[src/core/dtd_defs.svh]
// register offsets, field codes and timing counts of the dual timer
// ==========================================================
// Summary of operation
// - transmit start drives wide output to its initial level, normal or ping-pong only
// - wide timer disabled: output is the inverse of its initial level, normal or ping-pong only
// - demodulation: falling edge sets shared bit, write 1 clears it
// - wide control bit 7 reads and writes the run enable, resets 0
// - transmit bit 6: 0 reloads at terminal count, 1 stops
// - demodulation bit 6: 0 captures every edge, 1 only the first
// - wide timeout flag set at terminal count, write 1 clears
// - bits 4:3 divide count clock by 1,2,4,8, kept over stop recovery
// - bit 2 enables capture interrupt, bit 1 timeout interrupt
// - bit 0 puts wide output on its pin instead of port data, transmit only; demodulation keeps port data
// - sync register mirrors both enables, bit 5 sync mode, bits 4:0 read ones
// - edge detector pulses on selected edges of the chosen input pin
// - pulses shorter than the glitch width are removed before detection
// - narrow timer disabled: output is the inverse of its initial level
// - narrow start: output takes initial level, loads low or high reload
// - single pass: count to zero, stop, toggle, set timeout, maybe interrupt
// - modulo-N: toggle and reload each end, timeout every second end; the wide timer here sets its timeout at every end
// - reload registers may change anytime, used at the next load
// - count of 1 is unsupported, count of 0 runs full range
// - ping-pong: hardware swaps enables, each end sets its timeout
// - port interrupt source is the pin or recovery source per mode bit 1
// - submode 10 forces wide output 0, 11 forces 1
// - glitch field: none, 4 cycles, 8 cycles, 11 reserved
`ifndef DTD_DEFS_SVH
`define DTD_DEFS_SVH
`define DTD_OFF_NCTL   8'h00
`define DTD_OFF_CCTL   8'h01
`define DTD_OFF_WCTL   8'h02
`define DTD_OFF_SYNC   8'h03
`define DTD_OFF_NRH    8'h04
`define DTD_OFF_NRL    8'h05
`define DTD_OFF_WRH    8'h06
`define DTD_OFF_WRL    8'h07
`define DTD_OFF_WCAPL  8'h08
`define DTD_OFF_WCAPH  8'h09
`define DTD_OFF_P3M    8'h0a
`define DTD_SYNC_ONES  5'h1f
`define DTD_N_TC       8'h01
`define DTD_W_TC       16'h0001
`define DTD_SUB_PP     2'h1
`define DTD_SUB_F0     2'h2
`define DTD_SUB_F1     2'h3
`define DTD_GF_4       2'h1
`define DTD_GF_8       2'h2
`define DTD_GLITCH4    4'h4
`define DTD_GLITCH8    4'h8
`endif

[src/core/dtd_pkg.sv]
// types shared by the dual timer block
package dtd_pkg;
   typedef logic [7:0] dtd_byte_t;
   // layout of both timer control registers
   typedef struct packed {
      logic       en;
      logic       single;
      logic       timeout;
      logic [1:0] clk_sel;
      logic       cap_mask;
      logic       to_mask;
      logic       pin_sel;
   } dtd_tctl_t;
   // layout of the common control register
   typedef struct packed {
      logic       demod;
      logic       pin_sel;
      logic [1:0] logic_edge;
      logic [1:0] sub_glitch;
      logic       init_n;
      logic       init_w;
   } dtd_cctl_t;
   typedef struct packed {
      logic       w_en;
      logic       n_en;
      logic       sync;
      logic [4:0] ones;
   } dtd_sync_t;
endpackage

[src/core/dtd_timer.sv]
// dual 8/16-bit counter timer with transmit and demodulation modes
`timescale 1ns/1ps
`default_nettype none
`include "dtd_defs.svh"
module dtd_timer
(
   input  wire logic              clock_i,
   input  wire logic              rstn_i,
   input  wire logic              stop_recover_i,
   input  wire dtd_pkg::dtd_byte_t addr_i,
   input  wire dtd_pkg::dtd_byte_t wdata_i,
   input  wire logic              wr_i,
   input  wire logic              rd_i,
   output var  dtd_pkg::dtd_byte_t rdata_o,
   input  wire logic              port3_line1_i,
   input  wire logic              port2_line0_i,
   input  wire logic              port3_line3_i,
   input  wire logic              smr_source_i,
   input  wire logic              port3_line5_data_i,
   input  wire logic              port3_line6_data_i,
   output logic                   port3_line5_o,
   output logic                   port3_line6_o,
   output logic                   wide_timeout_irq_o,
   output logic                   wide_capture_irq_o,
   output logic                   narrow_timeout_irq_o,
   output logic                   port_irq_o
);
   import dtd_pkg::*;

   // ==========================================================
   // pin synchronisers
   logic [3:0] in_s1_q;
   logic [3:0] in_s2_q;
   always_ff @(posedge clock_i or negedge rstn_i)
   begin
      if (!rstn_i)
      begin
         in_s1_q <= 4'h0;
         in_s2_q <= 4'h0;
      end
      else
      begin
         in_s1_q <= {smr_source_i, port3_line3_i, port2_line0_i, port3_line1_i};
         in_s2_q <= in_s1_q;
      end
   end

   // ==========================================================
   // register state
   logic       n_en_q, n_single_q, n_to_q, n_capm_q, n_tom_q;
   logic [1:0] n_clk_q;
   logic       w_en_q, w_single_q, w_to_q, w_capm_q, w_tom_q, w_pin_q;
   logic [1:0] w_clk_q;
   dtd_cctl_t  cc_q;
   logic       sync_q, p3m_q;
   logic       rise_q, fall_q;
   dtd_byte_t  nrh_q, nrl_q, wrh_q, wrl_q, capl_q, caph_q;
   dtd_tctl_t  wd_t;
   dtd_cctl_t  wd_c;
   dtd_sync_t  wd_s;
   logic       wr_n, wr_c, wr_w, wr_s;
   logic       pp, demod;

   always_comb
   begin
      wd_t = dtd_tctl_t'(wdata_i);
      wd_c = dtd_cctl_t'(wdata_i);
      wd_s = dtd_sync_t'(wdata_i);
      wr_n = wr_i && (addr_i == `DTD_OFF_NCTL);
      wr_c = wr_i && (addr_i == `DTD_OFF_CCTL);
      wr_w = wr_i && (addr_i == `DTD_OFF_WCTL);
      wr_s = wr_i && (addr_i == `DTD_OFF_SYNC);
      demod = cc_q.demod;
      pp = !demod && (cc_q.sub_glitch == `DTD_SUB_PP);
   end

   // ==========================================================
   // prescaler, shared free counter
   logic [2:0] pre_q;
   logic       n_tick, w_tick;
   always_ff @(posedge clock_i or negedge rstn_i)
   begin
      if (!rstn_i)
         pre_q <= 3'h0;
      else
         pre_q <= pre_q + 3'h1;
   end

   function automatic logic tick_of(input logic [1:0] sel, input logic [2:0] p);
      case (sel)
         2'h0:    tick_of = 1'b1;
         2'h1:    tick_of = (p[0] == 1'b0);
         2'h2:    tick_of = (p[1:0] == 2'h0);
         default: tick_of = (p == 3'h0);
      endcase
   endfunction

   always_comb
   begin
      w_tick = tick_of(w_clk_q, pre_q);
      n_tick = tick_of(n_clk_q, pre_q);
   end

   // ==========================================================
   // configuration fields
   always_ff @(posedge clock_i or negedge rstn_i)
   begin
      if (!rstn_i)
      begin
         n_single_q <= 1'b0;
         n_tom_q    <= 1'b0;
         w_single_q <= 1'b0;
         w_tom_q    <= 1'b0;
         w_pin_q    <= 1'b0;
         cc_q       <= dtd_cctl_t'(8'h00);
      end
      else if (stop_recover_i)
      begin
         n_single_q <= 1'b0;
         n_tom_q    <= 1'b0;
         w_single_q <= 1'b0;
         w_tom_q    <= 1'b0;
         w_pin_q    <= 1'b0;
         cc_q       <= dtd_cctl_t'(8'h00);
      end
      else
      begin
         if (wr_n)
         begin
            n_single_q <= wd_t.single;
            n_tom_q    <= wd_t.to_mask;
         end
         if (wr_w)
         begin
            w_single_q <= wd_t.single;
            w_tom_q    <= wd_t.to_mask;
            w_pin_q    <= wd_t.pin_sel;
         end
         if (wr_c)
         begin
            cc_q.demod      <= wd_c.demod;
            cc_q.pin_sel    <= wd_c.pin_sel;
            cc_q.logic_edge <= wd_c.logic_edge;
            cc_q.sub_glitch <= wd_c.sub_glitch;
            // initial levels only writable in transmit; in demod these are flags
            if (!demod)
            begin
               cc_q.init_n <= wd_c.init_n;
               cc_q.init_w <= wd_c.init_w;
            end
         end
      end
   end

   // fields that survive stop recovery
   always_ff @(posedge clock_i or negedge rstn_i)
   begin
      if (!rstn_i)
      begin
         n_clk_q  <= 2'h0;
         n_capm_q <= 1'b0;
         w_clk_q  <= 2'h0;
         w_capm_q <= 1'b0;
         sync_q   <= 1'b0;
         p3m_q    <= 1'b0;
      end
      else
      begin
         if (wr_n)
         begin
            n_clk_q  <= wd_t.clk_sel;
            n_capm_q <= wd_t.cap_mask;
         end
         if (wr_w)
         begin
            w_clk_q  <= wd_t.clk_sel;
            w_capm_q <= wd_t.cap_mask;
         end
         if (wr_s)
            sync_q <= wd_s.sync;
         if (wr_i && (addr_i == `DTD_OFF_P3M))
            p3m_q <= wdata_i[1];
      end
   end

   always_ff @(posedge clock_i or negedge rstn_i)
   begin
      if (!rstn_i)
      begin
         nrh_q <= 8'h00;
         nrl_q <= 8'h00;
         wrh_q <= 8'h00;
         wrl_q <= 8'h00;
      end
      else
      begin
         if (wr_i && (addr_i == `DTD_OFF_NRH))
            nrh_q <= wdata_i;
         if (wr_i && (addr_i == `DTD_OFF_NRL))
            nrl_q <= wdata_i;
         if (wr_i && (addr_i == `DTD_OFF_WRH))
            wrh_q <= wdata_i;
         if (wr_i && (addr_i == `DTD_OFF_WRL))
            wrl_q <= wdata_i;
      end
   end

   // ==========================================================
   // glitch filter and edge detector
   logic       raw, filt_q, filt_d1_q;
   logic [3:0] gcnt_q;
   logic [3:0] glen;
   logic       pos_e, neg_e, edge_sel;
   always_comb
   begin
      raw = cc_q.pin_sel ? in_s2_q[1] : in_s2_q[0];
      case (cc_q.sub_glitch)
         `DTD_GF_4: glen = `DTD_GLITCH4;
         `DTD_GF_8: glen = `DTD_GLITCH8;
         default:   glen = 4'h0;
      endcase
   end

   always_ff @(posedge clock_i or negedge rstn_i)
   begin
      if (!rstn_i)
      begin
         filt_q    <= 1'b0;
         filt_d1_q <= 1'b0;
         gcnt_q    <= 4'h0;
      end
      else
      begin
         filt_d1_q <= filt_q;
         if (glen == 4'h0 || raw == filt_q)
         begin
            gcnt_q <= 4'h0;
            filt_q <= raw;
         end
         else if (gcnt_q == glen - 4'h1)
         begin
            gcnt_q <= 4'h0;
            filt_q <= raw;
         end
         else
            gcnt_q <= gcnt_q + 4'h1;
      end
   end

   always_comb
   begin
      pos_e = demod && filt_q && !filt_d1_q;
      neg_e = demod && !filt_q && filt_d1_q;
      case (cc_q.logic_edge)
         2'h0:    edge_sel = neg_e;
         2'h1:    edge_sel = pos_e;
         2'h2:    edge_sel = pos_e || neg_e;
         default: edge_sel = 1'b0;
      endcase
   end

   always_ff @(posedge clock_i or negedge rstn_i)
   begin
      if (!rstn_i)
      begin
         rise_q <= 1'b0;
         fall_q <= 1'b0;
      end
      else if (stop_recover_i)
      begin
         rise_q <= 1'b0;
         fall_q <= 1'b0;
      end
      else
      begin
         // falling flag, set wins over clear
         if (neg_e)
            fall_q <= 1'b1;
         else if (wr_c && demod && wd_c.init_w)
            fall_q <= 1'b0;
         if (pos_e)
            rise_q <= 1'b1;
         else if (wr_c && demod && wd_c.init_n)
            rise_q <= 1'b0;
      end
   end

   // ==========================================================
   // narrow timer, plus start and terminal count strobes of both timers and the wide capture strobe
   logic [7:0] n_cnt_q;
   logic       n_out_q, n_half_q, n_en_d1_q;
   logic       n_start, n_tc;
   logic [15:0] w_cnt_q;
   logic        w_out_q, w_en_d1_q, w_ign_q;
   logic        w_start, w_tc, w_cap;
   always_comb
   begin
      n_start = n_en_q && !n_en_d1_q;
      n_tc    = n_en_q && !n_start && n_tick && (n_cnt_q == `DTD_N_TC);
      w_start = w_en_q && !w_en_d1_q;
      w_tc    = w_en_q && !w_start && w_tick && (w_cnt_q == `DTD_W_TC);
      w_cap   = w_en_q && !w_start && edge_sel && !w_ign_q;
   end

   always_ff @(posedge clock_i or negedge rstn_i)
   begin
      if (!rstn_i)
      begin
         n_cnt_q   <= 8'h00;
         n_out_q   <= 1'b0;
         n_half_q  <= 1'b0;
         n_en_d1_q <= 1'b0;
      end
      else
      begin
         n_en_d1_q <= n_en_q;
         if (n_start)
         begin
            n_out_q  <= cc_q.init_n;
            n_cnt_q  <= cc_q.init_n ? nrh_q : nrl_q;
            n_half_q <= 1'b0;
         end
         else if (n_tc)
         begin
            n_out_q  <= !n_out_q;
            n_cnt_q  <= n_out_q ? nrl_q : nrh_q;
            n_half_q <= !n_half_q;
         end
         else if (n_en_q && n_tick)
            n_cnt_q <= n_cnt_q - 8'h01;
      end
   end

   always_ff @(posedge clock_i or negedge rstn_i)
   begin
      if (!rstn_i)
         n_to_q <= 1'b0;
      else if (n_tc && (n_single_q || n_half_q))
         n_to_q <= 1'b1;
      else if (stop_recover_i || (wr_n && wd_t.timeout))
         n_to_q <= 1'b0;
   end

   // software order assumed; hardware just follows enables
   always_ff @(posedge clock_i or negedge rstn_i)
   begin
      if (!rstn_i)
         n_en_q <= 1'b0;
      else if (stop_recover_i)
         n_en_q <= 1'b0;
      else if (wr_n)
         n_en_q <= wd_t.en;
      else if (wr_s)
         n_en_q <= wd_s.n_en;
      else if (n_tc && n_single_q)
         n_en_q <= 1'b0;
      else if (pp && w_tc)
         n_en_q <= 1'b1;
   end

   // ==========================================================
   // wide timer
   always_ff @(posedge clock_i or negedge rstn_i)
   begin
      if (!rstn_i)
      begin
         w_cnt_q   <= 16'h0000;
         w_out_q   <= 1'b0;
         w_en_d1_q <= 1'b0;
         w_ign_q   <= 1'b0;
         capl_q    <= 8'h00;
         caph_q    <= 8'h00;
      end
      else
      begin
         w_en_d1_q <= w_en_q;
         if (w_start)
         begin
            w_out_q <= cc_q.init_w;
            w_cnt_q <= {wrh_q, wrl_q};
            w_ign_q <= 1'b0;
         end
         else if (w_cap)
         begin
            {caph_q, capl_q} <= w_cnt_q;
            w_cnt_q <= {wrh_q, wrl_q};
            w_ign_q <= w_single_q;
         end
         else if (w_tc)
         begin
            // reload; single pass stops via enable
            w_out_q <= !w_out_q;
            w_cnt_q <= {wrh_q, wrl_q};
         end
         else if (w_en_q && w_tick)
            w_cnt_q <= w_cnt_q - 16'h0001;
      end
   end

   always_ff @(posedge clock_i or negedge rstn_i)
   begin
      if (!rstn_i)
         w_to_q <= 1'b0;
      else if (w_tc)
         w_to_q <= 1'b1;
      else if (stop_recover_i || (wr_w && wd_t.timeout))
         w_to_q <= 1'b0;
   end

   always_ff @(posedge clock_i or negedge rstn_i)
   begin
      if (!rstn_i)
         w_en_q <= 1'b0;
      else if (stop_recover_i)
         w_en_q <= 1'b0;
      else if (wr_w)
         w_en_q <= wd_t.en;
      else if (wr_s)
         w_en_q <= wd_s.w_en;
      else if (w_tc && w_single_q && !demod)
         w_en_q <= 1'b0;
      else if (pp && n_tc)
         w_en_q <= 1'b1;
   end

   // ==========================================================
   // output levels and pins
   logic n_lvl, w_lvl, comb;
   always_comb
   begin
      // idle inverse level
      // start cycle shows the initial level at once, the stored level is still stale
      n_lvl = n_start ? cc_q.init_n : (n_en_q ? n_out_q : !cc_q.init_n);
      w_lvl = w_start ? cc_q.init_w : (w_en_q ? w_out_q : !cc_q.init_w);
      if (cc_q.sub_glitch == `DTD_SUB_F0)
         w_lvl = 1'b0;
      else if (cc_q.sub_glitch == `DTD_SUB_F1)
         w_lvl = 1'b1;
      case (cc_q.logic_edge)
         2'h0:    comb = n_lvl & w_lvl;
         2'h1:    comb = n_lvl | w_lvl;
         2'h2:    comb = !(n_lvl | w_lvl);
         default: comb = !(n_lvl & w_lvl);
      endcase
   end

   always_ff @(posedge clock_i or negedge rstn_i)
   begin
      if (!rstn_i)
      begin
         port3_line5_o        <= 1'b0;
         port3_line6_o        <= 1'b0;
         wide_timeout_irq_o   <= 1'b0;
         wide_capture_irq_o   <= 1'b0;
         narrow_timeout_irq_o <= 1'b0;
         port_irq_o           <= 1'b0;
      end
      else
      begin
         port3_line5_o <= (w_pin_q && !demod) ? w_lvl : port3_line5_data_i;
         port3_line6_o <= (cc_q.pin_sel && !demod) ? comb : port3_line6_data_i;
         wide_timeout_irq_o   <= w_tc && w_tom_q;
         wide_capture_irq_o   <= w_cap && w_capm_q;
         narrow_timeout_irq_o <= n_tc && (n_single_q || n_half_q) && n_tom_q;
         port_irq_o <= p3m_q ? in_s2_q[3] : in_s2_q[2];
      end
   end

   // ==========================================================
   // read port, data one cycle after the strobe
   dtd_byte_t rd_d;
   always_comb
   begin
      case (addr_i)
         `DTD_OFF_NCTL:  rd_d = {n_en_q, n_single_q, n_to_q, n_clk_q,
                                 n_capm_q, n_tom_q, 1'b0};
         `DTD_OFF_CCTL:  rd_d = {cc_q[7:2], demod ? {rise_q, fall_q}
                                                  : {cc_q.init_n, cc_q.init_w}};
         `DTD_OFF_WCTL:  rd_d = {w_en_q, w_single_q, w_to_q, w_clk_q,
                                 w_capm_q, w_tom_q, w_pin_q};
         `DTD_OFF_SYNC:  rd_d = {w_en_q, n_en_q, sync_q, `DTD_SYNC_ONES};
         `DTD_OFF_NRH:   rd_d = nrh_q;
         `DTD_OFF_NRL:   rd_d = nrl_q;
         `DTD_OFF_WRH:   rd_d = wrh_q;
         `DTD_OFF_WRL:   rd_d = wrl_q;
         `DTD_OFF_WCAPL: rd_d = capl_q;
         `DTD_OFF_WCAPH: rd_d = caph_q;
         `DTD_OFF_P3M:   rd_d = {6'h00, p3m_q, 1'b0};
         default:        rd_d = 8'h00;
      endcase
   end

   always_ff @(posedge clock_i or negedge rstn_i)
   begin
      if (!rstn_i)
         rdata_o <= 8'h00;
      else if (rd_i)
         rdata_o <= rd_d;
      else
         rdata_o <= 8'h00;
   end
endmodule
`default_nettype wire

[config.mk]
export PLATFORM = sky130hd
export DESIGN_NAME = dtd_timer
export DESIGN_NICKNAME = d
export VERILOG_FILES = /design/src/core/dtd_pkg.sv /design/src/core/dtd_timer.sv
export VERILOG_INCLUDE_DIRS = /design/src /design/src/core
export SDC_FILE = /design/constraint.sdc
export NUM_CORES = 1
export LEC_CHECK = 0
export ABC_AREA = 1
export BUFFER_PORTS_ARGS = -buffer_cell sky130_fd_sc_hd__buf_2
export CORE_MARGIN = 2
export CORE_UTILIZATION = 45
export CTS_BUF_LIST = sky130_fd_sc_hd__clkbuf_2 sky130_fd_sc_hd__clkbuf_4 sky130_fd_sc_hd__clkbuf_8
export DETAILED_ROUTE_END_ITERATION = 12
export GPL_TIMING_DRIVEN = 0
export MAX_ROUTING_LAYER = met4
export PLACE_DENSITY_LB_ADDON = 0.08
export RECOVER_POWER = 50
export SETUP_SLACK_MARGIN = 0.1
export SKIP_CTS_REPAIR_TIMING = 1
export SLEW_MARGIN = 20
export SYNTH_ARGS = -nofsm -noshare
export SYNTH_HDL_FRONTEND = slang
export SYNTH_SLANG_ARGS = --single-unit
[constraint.sdc]
create_clock -name clock_i -period 4.3 [get_ports clock_i]
set_input_delay 0.645 -clock clock_i [delete_from_list [all_inputs] [get_ports clock_i]]
set_output_delay 0.645 -clock clock_i [all_outputs]
set_load 0.005 [all_outputs]
==> results.md, run 1 <==
* Worst Max-Slew Pin Slew at 2.37 ns
* Vias in the first global route at 6,500
* 1st-iter DRT viols at 454
* Unique masters post-synth at 47
* Endpoints failing hold at 0
* Slowest-stage cell, CP: clkbuf_1
* Register area at 3400 um2
* RSZ-0062 raised after global routing: no
* Fillers at 1,672
* Row count at 47
* Place WS at 2.10 ns
* EDFF count, synth at 0
* Global-route wire length before repair at 34.7 mm
* Yosys warns at 0
* Worst VDD drop at 0.204 mV
* Clock transition at the registers of the reported paths at 0.08 ns
* DR vias/cell at 5.25
* Violations in the final reports: capacitance limit, slew limit
* Placeable Area at 16,500 um2
* Final period util at 52.8%
* Top cells by area, synth: dfrtp_1 45%, nand2_1 15%, o21ai_0 6.1%
* DRT Pass-1 Iters at 6
* Slew HR at -58.0%
* Util after Layout at 51.2%
* Max Freq at 440 MHz
* Synth area leader: dfrtp_1
* Crit Path Class: in -> async
* Multi-input gate area at 3480 um2
* Most common cell after layout, fill and taps aside: nand2_1
* Sequential fraction of the synthesis area at 45.3%
* Leakage at 4.15 nW
* Share of layout cells above drive strength 1 at 13.0%
* CP Launch Type: input pin
* Asr flop ratio synth at 100%
* Total GRT Usage at 26.3%
* Crit Path Max Fanout at 95
* Grt ovf at 0
* Hold WC Path Type: in -> reg
* Sink Count at 136
* CTS H-tree depth at 4
* TritonCTS Buffers at 17
* Mean Syn Cell Area at 7.50 um2
* Worst EP required at 4.87 ns
* Skew final at 0.0113 ns
* DRC at 0
* Min cycle time layout at 2.27 ns
* DR WL/cell at 16.7 um
* CP top delay family: buffers and inverters
* P per Cell Area at 420 nW/um2
* Port Buffers at 39
* WP buf/inv at 2
* Max cap viols at 1
* Max clock buf depth at 2
* Top-Level Pins at 41
* Largest net degree at the start of global routing at 96
* Synth Register Bits at 136
* Die H at 133 um
* Post-DP HPWL at 16.4 mm
* Area grow syn2layout at 12.1%
* Initial antenna violation count at 0
* Routability congestion estimate at 0.919
* Worst setup EP type: asynchronous set/reset pin
* Outcome: finished, violations left
* Share of Yosys cell area claimed by the top area cell type at 45.3%
* Final setup viols at 0
* Starting Density at 45.7%
* Cells after Synth at 1,003
* Vias after detailed routing at 6,802
* Antenna-violating nets left at 0
* Mapped Area at 7520 um2
* Crit-path cells: clkbuf_1 > buf_16
* Worst path max stage delay at 1.65 ns
* N_diodes at 0
* Die area at 17,800 um2
* Primary FF master, synth: dfrtp_1
* DIE WIDTH at 133 um
* Commonest non-fill, non-tap cells in the layout: 291 x nand2_1, 136 x dfrtp_1, 114 x inv_1
* Clk root buf: clkbuf_8
* Worst EP arrival at 2.84 ns
* Fin. max-slew vios at 42
* Final worst slack at 2.03 ns
* Final nets at 1,098
* Net Count, Synth at 1,039
* Routed WL at 21.7 mm
* TritonCTS clock tree: done
* Final setup TNS at 0 ns
* Worst-Skew Late Latency at 0.46 ns
-- flip-flops by register name, summed over array words and instances, names as in the netlist, 2 cells and up --
| signal | cells |
|---|---|
| w_cnt_q | 16 |
| caph_q | 8 |
| capl_q | 8 |
| n_cnt_q | 8 |
| nrh_q | 8 |
| nrl_q | 8 |
| rdata_o | 8 |
| wrh_q | 8 |
| wrl_q | 8 |
| cc_q | 7 |
| gcnt_q | 4 |
| in_s1_q | 4 |
| in_s2_q | 4 |
| pre_q | 3 |
| n_clk_q | 2 |
| w_clk_q | 2 |
-- stage by stage --
stage	total power, mW	instance area (um2)	hold WS (ns)	std cells
after floorplan	2.16	7520	0.331	1003
final	3.54	8430	0.287	1295
after detailed placement	2.43	8030	0.339	1263
after CTS	3.55	8440	0.0522	1295
after global routing	3.75	8430	0.265	1295
after global placement	2.42	7990	0.333	1262
-- metal layers --
layer	global-route usage [%]	routed length (um)	vias up
met5	-	0	-
met4	10.2	668	0
met3	3.81	1120	46
met2	38.6	9490	203
met1	37.0	10400	3226
li1	-	-	3327
-- cell usage after synthesis (5+ instances only) --
cell type and count:
ha_1 9, dfrtp_1 136, nand2_1 291, buf_2 7
xor2_1 11, nand4_1 5, nand3_1 86, nor2_1 107
inv_1 114, o21ai_1 22, clkbuf_1 6, buf_6 7
nor2_4 7, nand2_2 10, nor3_1 6, nor2_2 8
o21ai_0 91, a21oi_1 23
-- final timing paths --
check,from,end,slack (ns),cells past startpoint
setup / recovery,rstn_i,capl_q[0],2.03,2
hold / removal,port3_line1_i,in_s1_q[0],0.29,1
min in group asynchronous,rstn_i,w_cnt_q[10],0.89,1
setup reg to reg,pre_q[0],w_cnt_q[3],2.17,10
max in group clock_i,pre_q[0],w_cnt_q[3],2.17,10
hold reg to reg,in_s1_q[2],in_s2_q[2],0.35,0
-- power breakdown --
group / internal (mW) / switching [mW]
clock network: 0.574 / 0.552
logic: 0.288 / 0.562
registers: 1.42 / 0.144
total: 2.28 / 1.26
-- cells by family after synthesis --
group | Yosys count | synth area share, %
DFF | 136 | 45.3
muxes | 1 | 0.150
buffers and inverters | 147 | 8.50
and+or+nand+nor | 540 | 31.8
adders and majority gates | 9 | 1.50
xor gates and xnor gates | 14 | 1.63
AOI/OAI and AO/OA | 156 | 11.2
-- area by class of cell --
class                           instances  share of cell area [%]
Multi-Input combinational cell        720                    41.3
Sequential cell                       136                    40.4
Inverter                              122                    5.48
Tap cell                              220                    3.27
Clock buffer                           17                    2.78
Timing Repair Buffer                   40                    2.63
Buffer                                 25                    2.11
Clock inverter                         15                    2.09
(Power assumes the default switching activity.)
==> inputs of run 2 (changes only) <==
==> constraint.sdc (replaced) <==
create_clock -name clock_i -period 1.87 [get_ports clock_i]
set_input_delay 0.2805 -clock clock_i [delete_from_list [all_inputs] [get_ports clock_i]]
set_output_delay 0.2805 -clock clock_i [all_outputs]
set_load 0.005 [all_outputs]
==> run 2 against run 1 <==
The flow now finishes without violations. Sequential power up 130%. Count of clock-buffer cells in the layout unchanged. Cell count grew 1.6%. Total power rose by 140%. Non-clock buffer count is 21 higher. Combinational power grew to 2.6 times the previous value. Setup slack lost 1.9 ns. Routed wire length is 1.8% higher. Sequential cell count did not move. Hold slack got worse by 0.22 ns. Clock skew decreased by 0.0012 ns. Design area rose by 3.8%. Highest routed layer unchanged.
==> results.md, run 2 (synthesis gave the netlist of run 1 again) <==
* Min cycle time layout at 1.76 ns
* Final period util at 94.4%
* Biggest register: w_cnt_q (unchanged)
* DR vias/cell at 5.24 (was 5.25)
* Vias in the first global route at 6,500 (unchanged)
* Worst hold path stage count at 3 (was 1)
* Setup slack, reg-to-reg at 0.11 ns (was 2.17 ns)
* Hold EP: port3_line6_o (was in_s1_q[0])
* Routed WL at 22.1 mm (was 21.7 mm)
* TritonCTS Buffers at 17 (unchanged)
* Global-route wire length before repair at 34.7 mm (unchanged)
* Die H at 133 um (unchanged)
* Routability congestion estimate at 0.919 (unchanged)
* Max reg flops at 16 (unchanged)
* Max clock buf depth at 2 (unchanged)
* RR Startpoint: pre_q[0] (unchanged)
* Slew HR at 38.3% (was -58.0%)
* 1st-iter DRT viols at 482 (was 454)
* Grt peak-use layer: met2 (unchanged)
* Largest net degree at the start of global routing at 96 (unchanged)
* Met2 usage at 38.6% (unchanged)
* Crit Path Max Fanout at 8 (was 95)
* Final nets at 1,119 (was 1,098)
* Post-DP HPWL at 16.4 mm (unchanged)
* Share of layout cells above drive strength 1 at 17.1% (was 13.0%)
* Worst Max-Slew Pin Slew at 0.925 ns (was 2.37 ns)
* Slowest-stage cell, CP: dfrtp_2 (was clkbuf_1)
* Final worst slack at 0.106 ns (was 2.03 ns)
* WP buf/inv at 4 (was 2)
* N_diodes at 0 (unchanged)
* Hold Crit Start: port3_line6_data_i (was port3_line1_i)
* DP Area at 8030 um2 (unchanged)
* Initial antenna violation count at 0 (unchanged)
* Grt ovf at 0 (unchanged)
* CP Launch Type: register (was input pin)
* Reg2Reg Depth at 11 (was 10)
* Antenna-violating nets left at 0 (unchanged)
* Row count at 47 (unchanged)
* Clock transition at the registers of the reported paths at 0.08 ns (about the same)
* Most common cell after layout, fill and taps aside: nand2_1 (unchanged)
* Starting Density at 45.7% (unchanged)
* Area grow syn2layout at 16.3% (was 12.1%)
* Worst EP required at 2.26 ns (was 4.87 ns)
* Worst-Skew Late Latency at 0.46 ns (about the same)
* Worst EP arrival at 2.16 ns (was 2.84 ns)
* Place WS at -0.256 ns (was 2.10 ns)
* Crit-path cells: buf_4 > buf_4 > buf_4 > nand2_2 > nand3_4 > nand2_4 > nand2_8 > buf_8 > o211ai_1 > nand3_1 > nand2_1 (was clkbuf_1 > buf_16)
* Fin. max-slew vios at 0 (was 42)
* TritonCTS clock tree: done (unchanged)
* P per Cell Area at 961 nW/um2 (was 420 nW/um2)
* Max cap viols at 0 (was 1)
* Outcome: finished, final reports clean (was finished, violations left)
* Hold WC Path Type: in -> reg (unchanged)
* Worst VDD drop at 0.466 mV (was 0.204 mV)
* Crit Path Class: reg -> reg (was in -> async)
* RSZ-0062 raised after global routing: yes (was no)
* Max Freq at 567 MHz
* Met3 usage at 3.81% (unchanged)
* CP top delay family: buffers and inverters (unchanged)
* Endpoints failing hold at 0 (unchanged)
* DRT Pass-1 Iters at 5 (was 6)
* Worst setup EP type: register (was asynchronous set/reset pin)
* Skew final at 0.0101 ns (was 0.0113 ns)
* Clk root buf: clkbuf_8 (unchanged)
* Met1 Use GR at 37.0% (unchanged)
* CTS H-tree depth at 4 (unchanged)
* Leakage at 4.26 nW (was 4.15 nW)
* Worst path max stage delay at 0.43 ns (was 1.65 ns)
* Placeable Area at 16,500 um2 (unchanged)
* Worst setup path startpoint: pre_q[0] (was rstn_i)
* Total GRT Usage at 26.3% (unchanged)
* Worst r2r dst: n_cnt_q[0] (was w_cnt_q[3])
* DIE WIDTH at 133 um (unchanged)
* Die area at 17,800 um2 (unchanged)
* Post-route cell area at 8750 um2 (was 8430 um2)
* Sink Count at 136 (unchanged)
* DR WL/cell at 16.8 um (was 16.7 um)
* Cell mode on critical path: buf_4
* Vias after detailed routing at 6,893 (was 6,802)
* Port Buffers at 39 (unchanged)
* Commonest non-fill, non-tap cells in the layout: 283 x nand2_1, 130 x dfrtp_1, 108 x inv_1 (was 291 x nand2_1, 136 x dfrtp_1, 114 x inv_1)
* DRC at 0 (unchanged)
* Top-Level Pins at 41 (unchanged)
* Final setup viols at 0 (unchanged)
* WHS at 0.0645 ns (was 0.287 ns)
## run 2: changes by cell type in the layout (fill, tap and decap cells not counted), sizes merged
| cell | delta |
|---|---|
| clkinvlp | +1 |
| clkinv | -1 |
| dlygate4sd3 | +5 |
| buf | +10 |
| clkbuf | +6 |
## run 2: tightest hold or removal path, stage by stage
cell and delay [ns]:
buf_2 0.08, o21ai_0 0.07, nand2_1 0.07
## run 2: power breakdown
group | total [mW] | switching (mW) | internal (mW)
combinational | 2.19 | 1.38 | 0.809
sequential | 3.63 | 0.356 | 3.27
clock | 2.58 | 1.26 | 1.32
## run 2: area by class of cell
type	instances	area, um2
Fill cell	1637	7720
Multi-Input combinational cell	720	3590
Sequential cell	136	3410
Inverter	122	467
Timing Repair Buffer	62	415
Tap cell	220	275
Clock buffer	17	234
Clock inverter	15	176
Buffer	24	173
## run 2: layer usage
metal	part of all wire (%)	up-vias
li1	-	3375
met1	48	3265
met2	44	208
met3	5.0	45
met4	3.1	0
met5	0	-
## run 2: stage by stage
stage	setup TNS, ns	util, %	power (mW)	instances
4_1_cts	-4.64	51.3	8.16	1295
3_3_place_gp	-202.91	48.5	5.56	1262
3_5_place_dp	-4.03	48.8	5.58	1263
6_report	0	53.1	8.40	1316
5_1_grt	0	53.1	8.90	1316
2_1_floorplan	0	-	4.97	1003
## run 2: worst max-delay path by stage
stage,end,slack (ns),depth (start not counted)
final,n_cnt_q[0],0.11,11
after global routing,nrl_q[5],0.03,8
after global placement,cc_q[6],-1.48,1
after CTS,w_cnt_q[3],-0.27,10
after floorplan,w_cnt_q[9],0.26,12
after detailed placement,w_cnt_q[3],-0.26,10
